[src/rtl/video_sync_defines.vh]
// Constants for the video sync and digital pixel output block
`ifndef VIDEO_SYNC_DEFINES_VH
`define VIDEO_SYNC_DEFINES_VH
// ----------------------------------------------------------------
// Register byte offsets
// ----------------------------------------------------------------
`define OFS_CTRL      12'h000
`define OFS_EXTCFG    12'h004
`define OFS_HTIM      12'h008
`define OFS_VTIM      12'h00C
`define OFS_DATA      12'h010
`define OFS_STATUS    12'h014
// ----------------------------------------------------------------
// Control register fields
// ----------------------------------------------------------------
`define CTRL_EN       0
`define CTRL_LCD      1
`define CTRL_STB_EN   2
`define CTRL_PAL_SRC  3
`define CTRL_XSYNC_EN 4
`define CTRL_W        5
// ----------------------------------------------------------------
// External configuration fields (sync selection)
// ----------------------------------------------------------------
`define EXT_HPOL      16
`define EXT_HCOMP     17
`define EXT_VPOL      18
`define EXT_VCOMP     19
// ----------------------------------------------------------------
// Timing register fields
// ----------------------------------------------------------------
`define TOT_LSB       0
`define TOT_MSB       11
`define SW_LSB        16
`define SW_MSB        23
// ----------------------------------------------------------------
// Reset values
// ----------------------------------------------------------------
`define RST_CTRL      5'h00
`define RST_EXT       4'h0
`define RST_HTOT      12'h320
`define RST_HSW       8'h30
`define RST_VTOT      12'h20D
`define RST_VSW       8'h02
// ----------------------------------------------------------------
// Pixel divider for panel mode
// ----------------------------------------------------------------
`define LCD_STB_HI    2'h0
`define LCD_STB_LO    2'h2
`endif

[src/rtl/video_sync_out.v]
// Video sync generator and digital pixel port with APB registers and FIFO
// Functional notes
// - Normal mode: data strobe at pixel rate
// - Panel mode: data strobe at quarter rate
// - Each strobe cycle marks valid port data
// - Port carries colour data or palette data
// - Panel data leaves through same port
// - Bits 17:16 select plain or composite hsync
// - Hsync polarity selectable high or low
// - Hsync width programmed in two-pixel steps
// - External sync input realigns video timing
// - Video timing runs on pclk, stepped by sampled video clock edges
// - Bits 19:18 select vsync or composite
// - Vsync width programmed in whole lines
`include "video_sync_defines.vh"
`default_nettype none

// ----------------------------------------------------------------
// Pixel FIFO
// ----------------------------------------------------------------
module pixel_fifo #(
  parameter WIDTH = 8,
  parameter DEPTH = 32,
  parameter AW    = 5
) (
  input  wire             clk,
  input  wire             rst_n,
  input  wire             in_valid,
  output wire             in_ready,
  input  wire [WIDTH-1:0] in_data,
  output wire             out_valid,
  input  wire             out_ready,
  output wire [WIDTH-1:0] out_data,
  output wire [AW:0]      level
);
  reg [WIDTH-1:0] mem_q [0:DEPTH-1]; // Word storage
  reg [AW-1:0]    wr_q;              // Write index
  reg [AW-1:0]    rd_q;              // Read index
  reg [AW:0]      cnt_q;             // Words held
  wire            push;
  wire            pop;

  assign in_ready  = (cnt_q != DEPTH[AW:0]);
  assign out_valid = (cnt_q != {(AW+1){1'b0}});
  assign push      = in_valid & in_ready;
  assign pop       = out_valid & out_ready;
  assign out_data  = mem_q[rd_q];
  assign level     = cnt_q;

  // Storage takes no reset; only the pointers and fill count need a defined state
  always @(posedge clk)
  begin
    if (push)
    begin
      mem_q[wr_q] <= in_data;
    end
  end

  // Pointer and fill count update
  always @(posedge clk or negedge rst_n)
  begin
    if (!rst_n)
    begin
      wr_q  <= {AW{1'b0}};
      rd_q  <= {AW{1'b0}};
      cnt_q <= {(AW+1){1'b0}};
    end
    else
    begin
      if (push)
      begin
        wr_q <= wr_q + {{(AW-1){1'b0}}, 1'b1};
      end
      if (pop)
      begin
        rd_q <= rd_q + {{(AW-1){1'b0}}, 1'b1};
      end
      if (push & ~pop)
      begin
        cnt_q <= cnt_q + {{AW{1'b0}}, 1'b1};
      end
      else if (pop & ~push)
      begin
        cnt_q <= cnt_q - {{AW{1'b0}}, 1'b1};
      end
    end
  end
endmodule // pixel_fifo

// ----------------------------------------------------------------
// Top level
// ----------------------------------------------------------------
module video_sync_out (
  input  wire        pclk,
  input  wire        presetn,
  input  wire        psel,
  input  wire        penable,
  input  wire        pwrite,
  input  wire [11:0] paddr,
  input  wire [31:0] pwdata,
  output wire        pready,
  output reg  [31:0] prdata,
  output reg         pslverr,
  input  wire        video_clk,
  input  wire        ext_sync,
  input  wire [7:0]  palette_data,
  output reg         pixel_data_strobe,
  output reg  [7:0]  digital_pixel_port,
  output reg         hsync_out,
  output reg         vsync_out
);
  // ----------------------------------------------------------------
  // Helpers
  // ----------------------------------------------------------------
  // Next counter value with wrap at the programmed total
  function [11:0] cnt_next;
    input [11:0] c;
    input [11:0] t;
    begin
      cnt_next = (c >= t - 12'h001) ? 12'h000 : c + 12'h001;
    end
  endfunction

  // Select plain or composite sync and apply polarity
  function sync_sel;
    input plain;
    input comp;
    input use_comp;
    input act_low;
    begin
      sync_sel = (use_comp ? comp : plain) ^ act_low;
    end
  endfunction

  // ----------------------------------------------------------------
  // Registers and state
  // ----------------------------------------------------------------
  reg [`CTRL_W-1:0] ctrl_q;     // Mode and enable bits
  reg [3:0]         ext_q;      // Sync selection bits 19:16
  reg [11:0]        htot_q;     // Pixels per line
  reg [7:0]         hsw_q;      // Hsync width, two-pixel units
  reg [11:0]        vtot_q;     // Lines per frame
  reg [7:0]         vsw_q;      // Vsync width in lines
  reg [11:0]        hcnt_q;     // Pixel position in line
  reg [11:0]        vcnt_q;     // Line position in frame
  reg [1:0]         div_q;      // Quarter-rate divider
  reg [2:0]         vclk_s_q;   // Video clock sampler chain
  reg [2:0]         xs_s_q;     // External sync sampler chain
  reg [7:0]         pal_s1_q;   // Palette data first stage
  reg [7:0]         pal_s2_q;   // Palette data second stage

  wire        acc;
  wire        wr;
  wire        setup;
  wire        data_hit;
  wire        fifo_in_ready;
  wire        fifo_valid;
  wire [7:0]  fifo_data;
  wire [5:0]  fifo_level;
  wire        pix_rise;
  wire        pix_fall;
  wire        xs_rise;
  wire        load;
  wire        pop;
  wire        h_act;
  wire        v_act;
  wire        en;
  wire        lcd;

  assign en    = ctrl_q[`CTRL_EN];
  assign lcd   = ctrl_q[`CTRL_LCD];
  assign setup = psel & ~penable;
  assign acc   = psel & penable;
  assign wr    = acc & pwrite;
  assign data_hit = (paddr == `OFS_DATA);

  // Writes to the data register stall while the FIFO is full
  assign pready = ~(pwrite & data_hit) | fifo_in_ready;

  // ----------------------------------------------------------------
  // Input sampling
  // ----------------------------------------------------------------
  // Two stages before any logic looks; the third only feeds edge finding
  always @(posedge pclk or negedge presetn)
  begin
    if (!presetn)
    begin
      vclk_s_q <= 3'h0;
      xs_s_q   <= 3'h0;
      pal_s1_q <= 8'h00;
      pal_s2_q <= 8'h00;
    end
    else
    begin
      vclk_s_q <= {vclk_s_q[1:0], video_clk};
      xs_s_q   <= {xs_s_q[1:0], ext_sync};
      pal_s1_q <= palette_data;
      pal_s2_q <= pal_s1_q;
    end
  end

  // Pixel edges come from the video clock, never from the bus clock
  assign pix_rise = vclk_s_q[1] & ~vclk_s_q[2];
  assign pix_fall = ~vclk_s_q[1] & vclk_s_q[2];
  assign xs_rise  = xs_s_q[1] & ~xs_s_q[2];

  // ----------------------------------------------------------------
  // APB register writes
  // ----------------------------------------------------------------
  always @(posedge pclk or negedge presetn)
  begin
    if (!presetn)
    begin
      ctrl_q <= `RST_CTRL;
      ext_q  <= `RST_EXT;
      htot_q <= `RST_HTOT;
      hsw_q  <= `RST_HSW;
      vtot_q <= `RST_VTOT;
      vsw_q  <= `RST_VSW;
    end
    else if (wr)
    begin
      case (paddr)
        `OFS_CTRL:
        begin
          ctrl_q <= pwdata[`CTRL_W-1:0];
        end
        `OFS_EXTCFG:
        begin
          ext_q <= pwdata[`EXT_VCOMP:`EXT_HPOL];
        end
        `OFS_HTIM:
        begin
          htot_q <= pwdata[`TOT_MSB:`TOT_LSB];
          hsw_q  <= pwdata[`SW_MSB:`SW_LSB];
        end
        `OFS_VTIM:
        begin
          vtot_q <= pwdata[`TOT_MSB:`TOT_LSB];
          vsw_q  <= pwdata[`SW_MSB:`SW_LSB];
        end
        default:
        begin
          ctrl_q <= ctrl_q; // Data and status writes leave config alone
        end
      endcase
    end
  end

  // ----------------------------------------------------------------
  // APB read data and error, captured in the setup cycle
  // ----------------------------------------------------------------
  // Registering here keeps prdata off a long decode path
  always @(posedge pclk or negedge presetn)
  begin
    if (!presetn)
    begin
      prdata  <= 32'h0000_0000;
      pslverr <= 1'b0;
    end
    else if (setup)
    begin
      pslverr <= 1'b0;
      case (paddr)
        `OFS_CTRL:   prdata <= {27'h0000000, ctrl_q};
        `OFS_EXTCFG: prdata <= {12'h000, ext_q, 16'h0000};
        `OFS_HTIM:   prdata <= {8'h00, hsw_q, 4'h0, htot_q};
        `OFS_VTIM:   prdata <= {8'h00, vsw_q, 4'h0, vtot_q};
        `OFS_DATA:   prdata <= 32'h0000_0000;
        `OFS_STATUS: prdata <= {4'h0, vcnt_q, 10'h000, fifo_level};
        default:
        begin
          prdata  <= 32'h0000_0000;
          pslverr <= 1'b1; // Unmapped address
        end
      endcase
    end
  end

  // ----------------------------------------------------------------
  // Pixel FIFO between bus writes and the port
  // ----------------------------------------------------------------
  pixel_fifo #(
    .WIDTH (8),
    .DEPTH (32),
    .AW    (5)
  ) u_fifo (
    .clk       (pclk),
    .rst_n     (presetn),
    .in_valid  (wr & data_hit),
    .in_ready  (fifo_in_ready),
    .in_data   (pwdata[7:0]),
    .out_valid (fifo_valid),
    .out_ready (pop),
    .out_data  (fifo_data),
    .level     (fifo_level)
  );

  // ----------------------------------------------------------------
  // Raster counters
  // ----------------------------------------------------------------
  // External sync restarts the frame so two systems stay locked
  always @(posedge pclk or negedge presetn)
  begin
    if (!presetn)
    begin
      hcnt_q <= 12'h000;
      vcnt_q <= 12'h000;
    end
    else if (!en)
    begin
      hcnt_q <= 12'h000;
      vcnt_q <= 12'h000;
    end
    else if (ctrl_q[`CTRL_XSYNC_EN] & xs_rise)
    begin
      hcnt_q <= 12'h000;
      vcnt_q <= 12'h000;
    end
    else if (pix_rise)
    begin
      hcnt_q <= cnt_next(hcnt_q, htot_q);
      if (cnt_next(hcnt_q, htot_q) == 12'h000)
      begin
        vcnt_q <= cnt_next(vcnt_q, vtot_q);
      end
    end
  end

  // Active-high internal syncs
  assign h_act = (hcnt_q < {3'h0, hsw_q, 1'b0});
  assign v_act = (vcnt_q < {4'h0, vsw_q});

  // ----------------------------------------------------------------
  // Sync outputs
  // ----------------------------------------------------------------
  // While enabled, updated only at pixel edges so they line up with the strobe
  always @(posedge pclk or negedge presetn)
  begin
    if (!presetn)
    begin
      hsync_out <= 1'b0;
      vsync_out <= 1'b0;
    end
    else if (!en)
    begin
      hsync_out <= ext_q[0]; // Inactive level of chosen polarity for plain hsync
      vsync_out <= ext_q[2];
    end
    else if (pix_rise)
    begin
      // Composite hsync NOR comes out active low and composite vsync is an XNOR, before polarity is applied
      hsync_out <= sync_sel(h_act, ~(h_act | v_act),
                            ext_q[1], ext_q[0]);
      vsync_out <= sync_sel(v_act, ~(h_act ^ v_act),
                            ext_q[3], ext_q[2]);
    end
  end

  // ----------------------------------------------------------------
  // Data strobe and pixel port
  // ----------------------------------------------------------------
  // Data changes as the strobe falls, so it is stable at each rising edge
  assign load = en & (lcd ? (pix_rise & (div_q == `LCD_STB_LO)) : pix_fall);
  assign pop  = load & ~ctrl_q[`CTRL_PAL_SRC];

  always @(posedge pclk or negedge presetn)
  begin
    if (!presetn)
    begin
      div_q              <= 2'h0;
      pixel_data_strobe  <= 1'b0;
      digital_pixel_port <= 8'h00;
    end
    else if (!en)
    begin
      div_q              <= 2'h0;
      pixel_data_strobe  <= 1'b0;
      digital_pixel_port <= 8'h00;
    end
    else
    begin
      if (pix_rise)
      begin
        div_q <= div_q + 2'h1;
      end
      // Strobe high phase
      if (ctrl_q[`CTRL_STB_EN] & pix_rise & (~lcd | (div_q == `LCD_STB_HI)))
      begin
        pixel_data_strobe <= 1'b1;
      end
      else if (load | ~ctrl_q[`CTRL_STB_EN])
      begin
        pixel_data_strobe <= 1'b0;
      end
      // New byte each strobe period; an empty FIFO shows zero
      if (load)
      begin
        if (ctrl_q[`CTRL_PAL_SRC])
        begin
          digital_pixel_port <= pal_s2_q;
        end
        else
        begin
          digital_pixel_port <= fifo_valid ? fifo_data : 8'h00;
        end
      end
    end
  end
endmodule // video_sync_out
`default_nettype wire
[config.mk]
export PLATFORM = sky130hd
export DESIGN_NAME = video_sync_out
export DESIGN_NICKNAME = d
export VERILOG_FILES = /design/src/rtl/video_sync_out.v
export VERILOG_INCLUDE_DIRS = /design/src /design/src/rtl
export SDC_FILE = /design/constraint.sdc
export NUM_CORES = 1
export LEC_CHECK = 0
export ABC_AREA = 1
export BUFFER_PORTS_ARGS = -buffer_cell sky130_fd_sc_hd__buf_4
export CAP_MARGIN = 15
export CELL_PAD_IN_SITES_DETAIL_PLACEMENT = 1
export CELL_PAD_IN_SITES_GLOBAL_PLACEMENT = 1
export CORE_AREA = 2 2 371 226
export CTS_CLUSTER_DIAMETER = 150
export DETAILED_ROUTE_END_ITERATION = 8
export DIE_AREA = 0 0 373 228
export PLACE_DENSITY = 0.5
export SYNTH_ARGS = -nofsm -noshare
export SYNTH_HDL_FRONTEND = slang
export SYNTH_SLANG_ARGS = --single-unit
[constraint.sdc]
create_clock -name pclk -period 7.2 [get_ports pclk]
set_clock_uncertainty 0.1 [all_clocks]
set_input_delay 1.44 -clock pclk [delete_from_list [all_inputs] [get_ports pclk]]
set_output_delay 1.44 -clock pclk [all_outputs]
set_load 0.005 [all_outputs]
==> out/summary.txt <==
Outcome - completed
Detailed Routing Iterations Pass 1 - 5
Maximum VDD drop - 130 µV
Critical path data arrival time - 4.64 ns
Global-route wire length before repair - 92500 µm
Core footprint - 82200 µm²
Ys Warns - 0
Clock period minus worst slack - 4.26 ns
EDFF count, synth - 256
GP Congestion - 0.807
Syn Inst Count - 1848
PortBufs - 83
Hold_buf cts - 0
Yosys top cell area share - 41.2%
Via density - 4.51
CP most frequent cell - nand2_1
Final worst slack - 2.94 ns
Final period util - 59.2%
Setup_tns - 0 ns
Final Hold Vio Count - 0
Combinational Power Share - 2.4%
Clk_lat worst skew - 0.59 ns
Placement Setup Slack - 2.62 ns
I/O pin cnt - 104
Post-Syn Area - 18700 µm²
Internal Pwr Total - 3.88 mW
Seq cells post-synth - 405
Final nets - 2033
Post-DP Area - 20400 µm²
Sw Pwr - 1.09 mW
Vias in the first global route - 13900
Relative slew slack - 31.1%
Setup Fix Bufs, Post-CTS - 0
Sequential fraction of the synthesis area - 61.3%
Crit path max-delay family - simple AND/OR/NAND/NOR gates
Fin. max-slew vios - 0
Slowest cell on crit path - nand3_2
CP cell instances - nor2_1, nand2_1, nor2_1, nand2_1, nor3_1, nand3_1, nor3_1, xor2_1, inv_1, ha_1, nand2_1, nor2_4, nand2_2, nor2_4, nand2_4, nand2_4, nor2_2, nor2_4, nand3_2, nand3_1, nand2_1
Synth area leader - edfxtp_1
LEAKAGE - 8.74 nW
Crit-path max cell delay - 0.49 ns
Syn Area/Cell - 10.1 µm²
Clock Power Share - 47.5%
Die height - 228 µm
Worst min-delay path category - register to register
Final setup violation count - 0
Synth top area cells - edfxtp_1 (41%), dfrtp_1 (19%), nand2_1 (6.7%)
ANT nets after route - 0
Row Count - 82
CP endpoint kind - register
Via count - 13700
CTS buffer count - 44
RSZ-0062 raised after global routing - no
HPWL after DPL - 42500 µm
Initial DRC count - 1197
Initial cell density of the core - 22.7%
Hold Slack - 0.248 ns
Critical path required time - 7.57 ns
PostCTS Resize Cnt - 0
DR WL/cell - 20.3 µm
Clk buf depth - 3
CTS tree - built
Worst-Margin Slew - 1.03 ns
CTS clk-pin slew, worst paths - 0.06 ns
Sequential share of power - 50.1%
Clock Root Buffer - clkbuf_16
Switching share of power - 21.9%
Remaining DRCs - 0
Initial antenna violation count - 2
Area Growth Syn to Fin - 17.3%
Storage cell area - 11400 µm²
Global Route Usage Sum - 14.4%
Multi-input combinational cell area - 6270 µm²
Critical setup path kind - register to register
Design area - 21900 µm²
Htree depth - 2
Main flop type after synthesis - edfxtp_1
Final Total Pwr - 4.97 mW
Startpoint Class - register
Grt ovf - 0
Async SR Flop Fraction - 36.8%
Die ar. - 85000 µm²
WL final - 61700 µm
P per Cell Area - 227 nW/µm²
Share of layout cells above drive strength 1 - 10.7%
F_max - 234 MHz
Highest net fanout along the worst path - 13
Fillers - 9299
Pin count of the biggest net entering global routing - 76
Distinct cells, synth - 46
Max Cap Viol - 0
WP buf/inv - 1
DIE WIDTH - 373 µm
Clock Sinks - 405
==> final cells by class <==
| cell class | count | share of cell area [%] |
|---|---|---|
| Antenna cell | 2 | 0.0229 |
| Clock buffer | 61 | 5.75 |
| Clock inverter | 21 | 0.989 |
| Inverter | 162 | 2.78 |
| Multi-Input combinational cell | 1211 | 28.7 |
| Sequential cell | 405 | 52.3 |
| Tap cell | 1092 | 6.24 |
| Timing Repair Buffer | 94 | 3.30 |
==> placed cells by master (no fill, tap or decap), types with 4 or more instances in the layout <==
cell type  count
clkinv_1      12
conb_1         8
dfrtp_1      137
o22ai_1       39
nor3_1        13
xor2_1        34
inv_1        151
o211ai_1      35
nor2_2         6
clkbuf_16     46
nor2_1       257
clkinv_2       6
ha_1          55
nand2_4        4
nand3_1       85
nand3_2        4
a21oi_1       44
inv_2          6
nand4_1       22
edfxtp_1     256
o21ai_0      216
nor2_4         6
xnor2_1        4
nand3b_1       5
bufinv_16      4
o21ai_1       12
nand2_1      332
dfstp_2       10
clkbuf_1      10
buf_4         92
o31ai_1        5
clkbuf_8       5
==> cells by family after synthesis <==
logic type / count (synthesis) / share of synthesized area (%)
other: 1 / 0.0201
AOI/OAI and AO/OA: 363 / 10.8
adders and majority gates: 56 / 3.80
xor gates and xnor gates: 38 / 1.78
DFF: 405 / 61.3
and+or+nand+nor: 746 / 17.1
buffers and inverters: 239 / 5.25
==> power groups by stage <==
| stage | registers (mW) | logic [mW] | clock network (mW) |
|---|---|---|---|
| 4_1_cts | 2.49 | 0.120 | 2.43 |
| 3_5_place_dp | 2.54 | 0.120 | 0 |
| 2_1_floorplan | 2.53 | 0.0353 | 0 |
| 5_1_grt | 2.49 | 0.131 | 2.52 |
| 6_report | 2.49 | 0.117 | 2.36 |
| 3_3_place_gp | 2.54 | 0.116 | 0 |
==> per-stage QoR <==
step                      instances  utilization, %
after CTS                      3045            26.6
final                          3048            26.6
after global placement         2963            24.8
after global routing           3046            26.6
after detailed placement       2963            24.8
after floorplan                1855               -
==> synth_stat cells (10+ instances only) <==
library cell  number
o21ai_1           12
nor2_1           257
dfrtp_1          139
dfstp_2           10
o211ai_1          35
o21ai_0          216
edfxtp_1         256
nand2_1          332
a21oi_1           44
o22ai_1           39
xor2_1            34
nor3_1            13
clkbuf_1          38
inv_1            152
buf_4             10
buf_2             23
ha_1              55
nand3_1           85
nand4_1           22
==> final timing paths <==
kind	start	cells past startpoint	slack (ns)	to
setup / recovery	htot_q[2]	21	2.94	vcnt_q[9]
hold / removal	pal_s1_q[0]	0	0.25	pal_s2_q[0]
setup reg to reg	htot_q[2]	21	2.94	vcnt_q[9]
hold reg to reg	pal_s1_q[0]	0	0.25	pal_s2_q[0]
max in group asynchronous	presetn	2	5.07	pal_s1_q[5]
min in group asynchronous	presetn	1	0.77	vcnt_q[11]
==> state kept, by name (all words and copies together) (netlist names), 3 cells and up <==
register	flops
ctrl_q	5
digital_pixel_port	8
ext_q	4
hcnt_q	12
hsw_q	8
htot_q	12
pal_s1_q	8
pal_s2_q	8
prdata	24
u_fifo.level	6
u_fifo.mem_q	256
u_fifo.rd_q	5
u_fifo.wr_q	5
vclk_s_q	3
vcnt_q	12
vsw_q	8
vtot_q	12
xs_s_q	3
==> layer usage <==
metal	part of all wire [%]	up-vias	track usage, %	wire length [µm]
li1	-	6455	-	-
met1	55	6961	23.6	33800
met2	38	255	18.6	23500
met3	5.6	68	2.97	3430
met4	1.6	0	3.30	1010
met5	0	-	0	0
==> worst reg2reg max path, stage by stage, from the launching register on <==
cell     delay (ns)
dfrtp_1        0.46
nor2_1         0.12
nand2_1        0.08
nor2_1         0.09
nand2_1        0.08
nor3_1         0.29
nand3_1        0.19
nor3_1         0.21
xor2_1         0.17
inv_1          0.08
ha_1           0.29
nand2_1        0.10
nor2_4         0.16
nand2_2        0.08
nor2_4         0.10
nand2_4        0.11
nand2_4        0.15
nor2_2         0.07
nor2_4         0.42
nand3_2        0.49
nand3_1        0.22
nand2_1        0.08
(Power assumes the default switching activity.)
